===== config.mk =====
export PLATFORM = sky130hd
export DESIGN_NAME = rtr_result_regs
export DESIGN_NICKNAME = d
export VERILOG_FILES = /design/src/logic/rtr_pkg.sv /design/src/logic/rtr_pressure.sv /design/src/logic/rtr_result_regs.sv
export VERILOG_INCLUDE_DIRS = /design/src /design/src/logic
export SDC_FILE = /design/constraint.sdc
export NUM_CORES = 1
export LEC_CHECK = 0
export ABC_AREA = 1
export BUFFER_PORTS_ARGS = -buffer_cell sky130_fd_sc_hd__buf_2
export CAP_MARGIN = 20
export CORE_MARGIN = 2
export CORE_UTILIZATION = 45
export CTS_BUF_LIST = sky130_fd_sc_hd__clkbuf_16
export DETAILED_ROUTE_END_ITERATION = 10
export PLACE_DENSITY = 0.81
export SYNTH_ARGS = -nofsm -noshare
export SYNTH_HDL_FRONTEND = slang
export SYNTH_HIERARCHICAL = 1
export SYNTH_SLANG_ARGS = --single-unit

===== constraint.sdc =====
create_clock -name aclk -period 4.9 [get_ports aclk]
set_clock_uncertainty 0.2 [all_clocks]
set_input_delay 0.245 -clock aclk [delete_from_list [all_inputs] [get_ports aclk]]
set_output_delay 0.245 -clock aclk [all_outputs]
set_load 0.02 [all_outputs]

===== src/logic/rtr_params.svh =====
// rtr_params.svh - offsets, field positions, reset values and counts
// of the touch result register block.
// assumes: included by bare name from the design files and the checker.
`ifndef RTR_PARAMS_SVH
`define RTR_PARAMS_SVH

// register byte offsets on the 32-bit bus
`define RTR_OFF_PRESSURE     12'h120
`define RTR_OFF_SCREEN_XY    12'h124
`define RTR_OFF_TAG_XY       12'h128
`define RTR_OFF_TAG          12'h12C
`define RTR_OFF_DIRECT_XY    12'h18C
`define RTR_OFF_RAW_Z        12'h190
`define RTR_OFF_INT_STATUS   12'h200
`define RTR_OFF_INT_ENABLE   12'h204
`define RTR_OFF_INT_CLEAR    12'h208
`define RTR_ADDR_W           12

// field positions
`define RTR_HI_LSB           16
`define RTR_NOTOUCH_BIT      31
`define RTR_SAMPLE_W         10
`define RTR_COORD_W          16
`define RTR_TAG_W            8
`define RTR_PRESS_W          16
`define RTR_INT_W            4
`define RTR_INT_TOUCH        0
`define RTR_INT_RELEASE      1
`define RTR_INT_TAG          2
`define RTR_INT_SAMPLE       3

// reset values and codes
`define RTR_RST_SCREEN_XY    32'h80008000
`define RTR_NOTOUCH_COORD    16'h8000
`define RTR_RST_TAG_XY       32'h00000000
`define RTR_RST_DIRECT_XY    32'h00000000
`define RTR_RST_RAW_Z        32'h00000000
`define RTR_RST_TAG          8'h00
`define RTR_PRESS_NOTOUCH    16'h7FFF
`define RTR_PRESS_SHIFT      5

`endif


===== src/logic/rtr_pkg.sv =====
// rtr_pkg.sv - types shared by the touch result register block.
// assumes: constants come from rtr_params.svh, not from here.
package rtr_pkg;
    typedef enum logic [1:0]
    {
        RTR_RESP_OKAY   = 2'h0,
        RTR_RESP_SLVERR = 2'h2
    } rtr_resp_t;

    typedef logic [15:0] rtr_coord_t;
    typedef logic [9:0]  rtr_sample_t;
endpackage : rtr_pkg


===== src/logic/rtr_pressure.sv =====
// rtr_pressure.sv - derives the pressure figure from the two
// resistance samples.
// assumes: sample_valid is a one-cycle pulse on aclk with stable data.
`timescale 1ns/1ns
`include "rtr_params.svh"

module rtr_pressure
(
    input  wire logic               aclk,
    input  wire logic               aresetn,
    input  wire logic               sample_valid,
    input  wire logic               touch_sensed,
    input  wire rtr_pkg::rtr_sample_t first_sample,
    input  wire rtr_pkg::rtr_sample_t second_sample,
    output logic [15:0]             pressure
);
    // saturating difference; a crossed pair means no measurable spread
    function automatic logic [9:0] rtr_sat_diff
    (
        input logic [9:0] a,
        input logic [9:0] b
    );
        rtr_sat_diff = (a > b) ? (a - b) : 10'h000;
    endfunction : rtr_sat_diff

    wire logic [9:0]  spread = rtr_sat_diff(second_sample, first_sample);
    // 1023 << 5 stays below the no-touch code, so it never aliases it
    wire logic [15:0] scaled = {1'b0, spread, 5'h00};
    wire logic [15:0] next_pressure =
        touch_sensed ? scaled : `RTR_PRESS_NOTOUCH;

    // result moves only with a fresh sample pair
    always_ff @(posedge aclk)
    begin
        if (!aresetn)
            pressure <= `RTR_PRESS_NOTOUCH;
        else if (sample_valid)
            pressure <= next_pressure;
    end
endmodule : rtr_pressure


===== src/logic/rtr_result_regs.sv =====
// rtr_result_regs.sv - result registers of the resistive touch engine,
// reachable over AXI4-Lite, with a sticky interrupt status.
// assumes: sample and frame inputs come from logic on aclk, so they
// are read without synchronisers; sample_valid and frame_done are
// one-cycle pulses.
//
// Added by the designer: the AXI4-Lite register port.
`timescale 1ns/1ns
`include "rtr_params.svh"

// Behaviour
// RULE1 - tag lookup coords: X high, Y low
// RULE2 - tag coords match last tag update
// RULE3 - calibrated screen X high, Y low
// RULE4 - no touch reads 0x8000 per half
// RULE5 - raw resistance samples in two fields
// RULE6 - pressure derived from resistance samples
// RULE7 - software checks direct flag for touch
// RULE8 - direct flag zero while touch sensed
// RULE9 - software ignores fields when flag set
// RULE10 - direct fields 10-bit, reserved read zero
// RULE11 - tag refreshed once per frame end
// RULE12 - tag 1..255 object, zero no touch
// RULE13 - pressure reads 0x7FFF without touch
// RULE14 - writes to result registers are ignored
module rtr_result_regs
(
    input  wire logic                 aclk,
    input  wire logic                 aresetn,
    // AXI4-Lite write address
    input  wire logic [11:0]          s_axi_awaddr,
    input  wire logic [2:0]           s_axi_awprot,
    input  wire logic                 s_axi_awvalid,
    output logic                      s_axi_awready,
    // AXI4-Lite write data
    input  wire logic [31:0]          s_axi_wdata,
    input  wire logic [3:0]           s_axi_wstrb,
    input  wire logic                 s_axi_wvalid,
    output logic                      s_axi_wready,
    // AXI4-Lite write response
    output logic [1:0]                s_axi_bresp,
    output logic                      s_axi_bvalid,
    input  wire logic                 s_axi_bready,
    // AXI4-Lite read address
    input  wire logic [11:0]          s_axi_araddr,
    input  wire logic [2:0]           s_axi_arprot,
    input  wire logic                 s_axi_arvalid,
    output logic                      s_axi_arready,
    // AXI4-Lite read data
    output logic [31:0]               s_axi_rdata,
    output logic [1:0]                s_axi_rresp,
    output logic                      s_axi_rvalid,
    input  wire logic                 s_axi_rready,
    // sample side, from the ADC sequencer on aclk
    input  wire logic                 sample_valid,
    input  wire logic                 touch_sensed,
    input  wire rtr_pkg::rtr_sample_t direct_x,
    input  wire rtr_pkg::rtr_sample_t direct_y,
    input  wire rtr_pkg::rtr_sample_t first_resistance_sample,
    input  wire rtr_pkg::rtr_sample_t second_resistance_sample,
    input  wire rtr_pkg::rtr_coord_t  calibrated_x,
    input  wire rtr_pkg::rtr_coord_t  calibrated_y,
    // tag lookup, from the display scan-out
    input  wire logic                 frame_done,
    input  wire logic [7:0]           tag_result,
    output rtr_pkg::rtr_coord_t       tag_query_x,
    output rtr_pkg::rtr_coord_t       tag_query_y,
    // interrupt
    output logic                      irq
);
    // ---------------- result state ----------------
    logic [31:0] calibrated_screen_coords;
    logic [31:0] tag_lookup_coords;
    logic [31:0] direct_sample_with_flag;
    logic [31:0] raw_resistance_samples;
    logic [7:0]  touch_tag;
    logic [15:0] touch_pressure_value;
    logic        touch_held;

    // ---------------- interrupt state ----------------
    logic [3:0]  int_status;
    logic [3:0]  int_enable;

    // ---------------- bus state ----------------
    logic        aw_held;
    logic        w_held;
    logic [11:0] aw_addr;
    logic [31:0] w_data;
    logic [3:0]  w_strb;

    // word address of a byte address; the low two bits pick a byte
    // lane, and every register here is one whole aligned word
    function automatic logic [11:0] rtr_word_addr
    (
        input logic [11:0] byte_addr
    );
        rtr_word_addr = {byte_addr[11:2], 2'h0};
    endfunction : rtr_word_addr

    // unmapped words answer with a slave error, mapped ones okay
    function automatic rtr_pkg::rtr_resp_t rtr_resp_for
    (
        input logic mapped
    );
        rtr_resp_for = mapped ? rtr_pkg::RTR_RESP_OKAY
                              : rtr_pkg::RTR_RESP_SLVERR;
    endfunction : rtr_resp_for

    // ---------------- sample path ----------------
    // calibrated pair, or the no-touch code in both halves
    wire logic [31:0] next_screen =
        touch_sensed ? {calibrated_x, calibrated_y}
                     : {`RTR_NOTOUCH_COORD, `RTR_NOTOUCH_COORD};

    // fields only meaningful with the flag low; reserved bits stay zero
    wire logic [31:0] next_direct =
        {~touch_sensed, 5'h00, direct_x, 6'h00, direct_y};

    wire logic [31:0] next_raw_z =
        {6'h00, first_resistance_sample,
         6'h00, second_resistance_sample};

    // touch results move only on a fresh sample pulse
    always_ff @(posedge aclk)
    begin
        if (!aresetn)
        begin
            calibrated_screen_coords <= `RTR_RST_SCREEN_XY;   // [RULE4]
            direct_sample_with_flag  <= `RTR_RST_DIRECT_XY;
            raw_resistance_samples   <= `RTR_RST_RAW_Z;
            touch_held               <= 1'b0;
        end
        else if (sample_valid)
        begin
            calibrated_screen_coords <= next_screen;   // [RULE3] [RULE4]
            direct_sample_with_flag  <= next_direct;   // [RULE8] [RULE10]
            raw_resistance_samples   <= next_raw_z;    // [RULE5]
            touch_held               <= touch_sensed;
        end
    end

    // pressure post-processing of the two resistance samples
    rtr_pressure u_pressure
    (
        .aclk          (aclk),
        .aresetn       (aresetn),
        .sample_valid  (sample_valid),                 // [RULE6]
        .touch_sensed  (touch_sensed),                 // [RULE13]
        .first_sample  (first_resistance_sample),
        .second_sample (second_resistance_sample),
        .pressure      (touch_pressure_value)
    );

    // ---------------- tag lookup ----------------
    // the scan-out looks up the tag at the current screen point
    assign tag_query_x =
        calibrated_screen_coords[31:`RTR_HI_LSB];
    assign tag_query_y =
        calibrated_screen_coords[`RTR_COORD_W-1:0];

    // no touch forces tag zero whatever the lookup returned
    wire logic [7:0] next_tag = touch_held ? tag_result : `RTR_RST_TAG;

    // coords latched in the same edge as the tag, so software can
    // always match a tag to the point that produced it
    always_ff @(posedge aclk)
    begin
        if (!aresetn)
        begin
            touch_tag         <= `RTR_RST_TAG;        // [RULE12]
            tag_lookup_coords <= `RTR_RST_TAG_XY;     // [RULE1]
        end
        else if (frame_done)                          // [RULE11]
        begin
            touch_tag         <= next_tag;            // [RULE12]
            tag_lookup_coords <= {tag_query_x,
                                  tag_query_y};       // [RULE1] [RULE2]
        end
    end

    // ---------------- interrupt events ----------------
    wire logic ev_touch   = sample_valid & touch_sensed & ~touch_held;
    wire logic ev_release = sample_valid & ~touch_sensed & touch_held;
    wire logic ev_tag     = frame_done & (next_tag != touch_tag);
    wire logic ev_sample  = sample_valid;

    wire logic [3:0] int_events =
        {ev_sample, ev_tag, ev_release, ev_touch};

    // ---------------- AXI4-Lite write path ----------------
    // address and data are taken independently and held until both
    // are present; the response waits for bready before new ones
    assign s_axi_awready = ~aw_held & ~s_axi_bvalid;
    assign s_axi_wready  = ~w_held  & ~s_axi_bvalid;

    wire logic aw_take  = s_axi_awvalid & s_axi_awready;
    wire logic w_take   = s_axi_wvalid  & s_axi_wready;
    wire logic wr_fire  = aw_held & w_held & ~s_axi_bvalid;

    wire logic [11:0] wr_word = rtr_word_addr(aw_addr);

    // result registers accept the write and keep their value
    wire logic wr_is_ro =
        (wr_word == `RTR_OFF_PRESSURE)   |
        (wr_word == `RTR_OFF_SCREEN_XY)  |
        (wr_word == `RTR_OFF_TAG_XY)     |
        (wr_word == `RTR_OFF_TAG)        |
        (wr_word == `RTR_OFF_DIRECT_XY)  |
        (wr_word == `RTR_OFF_RAW_Z)      |
        (wr_word == `RTR_OFF_INT_STATUS);
    wire logic wr_enable = wr_word == `RTR_OFF_INT_ENABLE;
    wire logic wr_clear  = wr_word == `RTR_OFF_INT_CLEAR;
    wire logic wr_mapped = wr_is_ro | wr_enable | wr_clear;

    // only the low byte lane carries interrupt bits
    wire logic       lane0    = w_strb[0];
    wire logic [3:0] wr_bits  = w_data[`RTR_INT_W-1:0];
    wire logic [3:0] clr_bits =
        (wr_fire & wr_clear & lane0) ? wr_bits : 4'h0;

    wire rtr_pkg::rtr_resp_t wr_resp = rtr_resp_for(wr_mapped);

    // hold registers for the two halves of a write
    always_ff @(posedge aclk)
    begin
        if (!aresetn)
        begin
            aw_held <= 1'b0;
            w_held  <= 1'b0;
            aw_addr <= 12'h000;
            w_data  <= 32'h00000000;
            w_strb  <= 4'h0;
        end
        else
        begin
            if (aw_take)
            begin
                aw_held <= 1'b1;
                aw_addr <= s_axi_awaddr;
            end
            else if (wr_fire)
                aw_held <= 1'b0;
            if (w_take)
            begin
                w_held <= 1'b1;
                w_data <= s_axi_wdata;
                w_strb <= s_axi_wstrb;
            end
            else if (wr_fire)
                w_held <= 1'b0;
        end
    end

    // write response, raised one edge after both halves are held
    always_ff @(posedge aclk)
    begin
        if (!aresetn)
        begin
            s_axi_bvalid <= 1'b0;
            s_axi_bresp  <= 2'h0;
        end
        else if (wr_fire)
        begin
            s_axi_bvalid <= 1'b1;
            s_axi_bresp  <= wr_resp;                  // [RULE14]
        end
        else if (s_axi_bready)
            s_axi_bvalid <= 1'b0;
    end

    // ---------------- interrupt registers ----------------
    // a new event beats a clear in the same cycle
    wire logic [3:0] next_status = (int_status & ~clr_bits) | int_events;

    always_ff @(posedge aclk)
    begin
        if (!aresetn)
        begin
            int_status <= 4'h0;
            int_enable <= 4'h0;
        end
        else
        begin
            int_status <= next_status;
            if (wr_fire & wr_enable & lane0)
                int_enable <= wr_bits;
        end
    end

    assign irq = |(int_status & int_enable);

    // ---------------- AXI4-Lite read path ----------------
    assign s_axi_arready = ~s_axi_rvalid;

    wire logic       ar_take = s_axi_arvalid & s_axi_arready;
    wire logic [11:0] rd_word = rtr_word_addr(s_axi_araddr);

    wire logic rd_press  = rd_word == `RTR_OFF_PRESSURE;
    wire logic rd_screen = rd_word == `RTR_OFF_SCREEN_XY;
    wire logic rd_tagxy  = rd_word == `RTR_OFF_TAG_XY;
    wire logic rd_tag    = rd_word == `RTR_OFF_TAG;
    wire logic rd_direct = rd_word == `RTR_OFF_DIRECT_XY;
    wire logic rd_raw    = rd_word == `RTR_OFF_RAW_Z;
    wire logic rd_stat   = rd_word == `RTR_OFF_INT_STATUS;
    wire logic rd_en     = rd_word == `RTR_OFF_INT_ENABLE;
    wire logic rd_clr    = rd_word == `RTR_OFF_INT_CLEAR;

    wire logic rd_mapped = rd_press | rd_screen | rd_tagxy | rd_tag |
                           rd_direct | rd_raw | rd_stat | rd_en |
                           rd_clr;

    // one-hot select; reserved bits and the clear register read zero
    wire logic [31:0] rd_value =
        ({32{rd_press}}  & {16'h0000, touch_pressure_value}) |
        ({32{rd_screen}} & calibrated_screen_coords)         |
        ({32{rd_tagxy}}  & tag_lookup_coords)                |
        ({32{rd_tag}}    & {24'h000000, touch_tag})          |
        ({32{rd_direct}} & direct_sample_with_flag)          |
        ({32{rd_raw}}    & raw_resistance_samples)           |
        ({32{rd_stat}}   & {28'h0000000, int_status})        |
        ({32{rd_en}}     & {28'h0000000, int_enable});

    wire rtr_pkg::rtr_resp_t rd_resp = rtr_resp_for(rd_mapped);

    // read data captured at the address edge and held until taken
    always_ff @(posedge aclk)
    begin
        if (!aresetn)
        begin
            s_axi_rvalid <= 1'b0;
            s_axi_rdata  <= 32'h00000000;
            s_axi_rresp  <= 2'h0;
        end
        else if (ar_take)
        begin
            s_axi_rvalid <= 1'b1;
            s_axi_rdata  <= rd_value;
            s_axi_rresp  <= rd_resp;
        end
        else if (s_axi_rready)
            s_axi_rvalid <= 1'b0;
    end

    // prot bits carry no meaning for these registers
    wire logic unused_prot = ^{s_axi_awprot, s_axi_arprot, w_strb[3:1],
                               w_data[31:4], aw_addr[1:0]};

    // the direct flag alone tells software whether fields are valid;
    // the raw resistance word has no flag of its own  [RULE7] [RULE9]
endmodule : rtr_result_regs


==> results_dict.tcl <==
set metrics [dict create \
    outcome "finished clean" \
    io_buffer_count 186 \
    endpoint_kind "flop" \
    list_of_cells_traversed_by_the_critical_path "nor2_1, nand2_1, o21ai_0, nor2_1, dlygate4sd3_1" \
    timing.hold.worst.class "input port to flop" \
    power.sequential.fraction 0.458 \
    dpl.hpwl_um 17600 \
    remaining_drc_errors 0 \
    fin_nets 1665 \
    setup_tns_ns 0 \
    ys_top_cells_by_area "sky130_fd_sc_hd__dfxtp_1, sky130_fd_sc_hd__nand2_1, sky130_fd_sc_hd__nor2_1, sky130_fd_sc_hd__o21ai_0, sky130_fd_sc_hd__a21oi_1" \
    report.final.hold_viol_count 0 \
    peak_fanout_along_the_critical_path 17 \
    postCtsSetupRepairBufs 0 \
    max_clock_freq_mhz 428 \
    critical_path.startpoint_type "flop" \
    power_frac_comb 0.150 \
    ir_drop_mv 0.245 \
    layout.core_utilization 0.600 \
    cell_area_after_synthesis_mm2 0.00862 \
    cpMostUsedCell "sky130_fd_sc_hd__nor2_1" \
    critical_path.slowest_cell "sky130_fd_sc_hd__dlygate4sd3_1" \
    globalRouteOverflowTotal 0 \
    timing.critical_path.arrival_ns 2.45 \
    yosys.area.top_type_share 0.432 \
    yosysSeqAreaShare 0.432 \
    tritoncts "done" \
    core_mm2 0.0188 \
    most_common_cell_after_layout_fill_and_taps_aside "sky130_fd_sc_hd__nand2_1" \
    boundaryPins 230 \
    htree_num_levels 4 \
    dr.first_iter.drc_count 680 \
    leakagePower_nw 5.26 \
    detailedRoute.firstPassIterationCount 6 \
    first_global_vias 8679 \
    drive_gt1_frac 0.173 \
    layout_min_cycle_time_ns 2.34 \
    chipHeight_um 142 \
    clock_sink_count 186 \
    commonest_non_fill_non_tap_cells_in_the_layout "sky130_fd_sc_hd__nand2_1, sky130_fd_sc_hd__nor2_1, sky130_fd_sc_hd__dfxtp_1" \
    routed-via-count 9055 \
    yosysWarnings 6 \
    post-route-cell-area_mm2 0.0113 \
    insertion_delay_ns 0.43 \
    timing_worst_setup_path_type "flop to flop" \
    initial_core_util 0.459 \
    synthesis.instances 1250 \
    p_sw_frac 0.266 \
    synthDominantAreaCellType "sky130_fd_sc_hd__dfxtp_1" \
    design.die.area_mm2 0.0203 \
    maxCapViolations 0 \
    power.density_cell_area_mw_per_mm2 324 \
    number_of_antenna_violations_at_the_first_check_in_global_routing 0 \
    cell_variety_after_synth 41 \
    antenna_cells_inserted 0 \
    antenna_left 0 \
    count_of_final_setup_violators 0 \
    average_footprint_of_a_synthesized_cell_um2 6.90 \
    wire_length_of_the_first_global_routing_pass_um 42200 \
    placed_cells 1606 \
    routedWlPerCell_um 15.4 \
    cp_buf_inv_count 1 \
    timing.slew.headroom 0.297 \
    slew_violations 0 \
    rsz0062_at_grt "false" \
    critPathTopFamily "simple AND/OR/NAND/NOR gates" \
    postSynthRegisterBits 186 \
    share_of_the_cycle_needed_by_the_critical_path_after_routing 0.477 \
    placement_rows 50 \
    data_required_time_at_the_worst_endpoint_ns 5.01 \
    placed_area_mm2 0.00954 \
    critPathMaxStageDelay_ns 0.55 \
    max_slew.worst_pin.slew_ns 1.05 \
    floorplan.die.width_um 142 \
    number_of_buffers_created_by_cts 17 \
    internal_power_mw 2.68 \
    via_per_instance_ratio 5.19 \
    total_routed_wirelength_um 26900 \
    power.clock.fraction 0.393 \
    clk_root_buffer_cell "sky130_fd_sc_hd__clkbuf_16" \
    layout-area-overhead-vs-synth_pct 30.5 \
    grt_start_max_net_pins 102 \
    clock_pin_slew_on_the_worst_setup_and_hold_paths_ns 0.07 \
    layoutNonFillerInstCount 1745 \
    track_usage 0.263 \
    total_switching_power_mw 0.969 \
    gp_routability_congestion 0.878 \
    cts.path.max_buffers 2 \
]
layout make-up:
class	instances	area, um^2
well taps	234	293
repair buffers	296	2060
clock inverters	15	184
inverters	102	384
clock buffers	17	425
flip-flops and latches	186	3720
fillers	1713	7510
multi-input cells	895	4190
state kept, by name, summed over array words and instances (netlist names), 8 cells and up:
name and cells:
aw_addr 10, calibrated_screen_coords 32, direct_sample_with_flag 21, raw_resistance_samples 20
s_axi_rdata 32, tag_lookup_coords 32, touch_tag 8, u_pressure/pressure 11
worst reg2reg max path: stages, from the launching register on:
cell and delay (ns):
sky130_fd_sc_hd__dfxtp_1 0.35, sky130_fd_sc_hd__nor2_1 0.36, sky130_fd_sc_hd__nand2_1 0.40, sky130_fd_sc_hd__o21ai_0 0.31
sky130_fd_sc_hd__nor2_1 0.07, sky130_fd_sc_hd__dlygate4sd3_1 0.55
worst paths after layout:
path                               from                         end  slack [ns]  cells past startpoint
min                             aresetn                s_axi_rvalid        0.03                      2
min reg2reg  direct_sample_with_flag[4]  direct_sample_with_flag[4]        0.26                      2
max reg2reg                s_axi_bvalid                  aw_addr[7]        2.56                      5
max                        s_axi_bvalid                  aw_addr[7]        2.56                      5
synthesized netlist by cell type, drive strengths merged:
master,number
a211oi,1
a21o,1
a21oi,118
a31oi,4
buf,24
clkbuf,44
clkinv,2
conb,2
dfxtp,186
fa,1
ha,10
inv,100
nand2,290
nand3,55
nand3b,3
nand4,14
nor2,221
nor3,4
o211ai,5
o21a,1
o21ai,147
o21bai,1
o22ai,2
or2,5
xnor2,4
xor2,5
power by group through the flow:
stage / Sequential, mW / Combinational, mW / Clock (mW)
2_1_floorplan: 1.72 / 0.279 / 0
3_3_place_gp: 1.70 / 0.453 / 0
3_5_place_dp: 1.70 / 0.461 / 0
4_1_cts: 1.67 / 0.530 / 1.45
5_1_grt: 1.68 / 0.606 / 1.51
6_report: 1.67 / 0.546 / 1.43
metal layers:
layer,global-route usage,up-vias,wire length [um],share of wire
met5,0,-,0,0
met4,0.0943,0,673,0.025
met3,0.0431,51,1690,0.063
met2,0.467,346,13300,0.49
met1,0.322,4152,11200,0.42
li1,-,4506,-,-
per-stage QoR:
| stage | power [mW] | worst slack [ns] | hold WS, ns |
|---|---|---|---|
| after CTS | 3.65 | 2.16 | 0.0125 |
| after floorplan | 2.00 | 3.07 | 0.175 |
| after detailed placement | 2.16 | 2.14 | 0.249 |
| final | 3.65 | 2.56 | 0.0327 |
| after global placement | 2.15 | 2.21 | 0.243 |
| after global routing | 3.79 | 2.36 | 0.0362 |
cell families (layout without fill, tap and decap cells):
| kind of cell | Yosys count | after routing | synth area share |
|---|---|---|---|
| simple gates | 592 | 592 | 0.292 |
| compound gates | 280 | 280 | 0.166 |
| flops | 186 | 186 | 0.432 |
| buf+inv | 170 | 430 | 0.0830 |
| fa+ha+maj | 11 | 11 | 0.0168 |
| xor+xnor | 9 | 9 | 0.00914 |
| other cells | 2 | 3 | 0.000871 |
timing repair:
action | in CTS | in global routing
hold buffers | 104 | 0
hold endpoints to repair | 98 | 0
resized for setup | 0 | 0
setup endpoints to repair | 0 | 0
No activity file was read; power rests on OpenSTA's default activity.
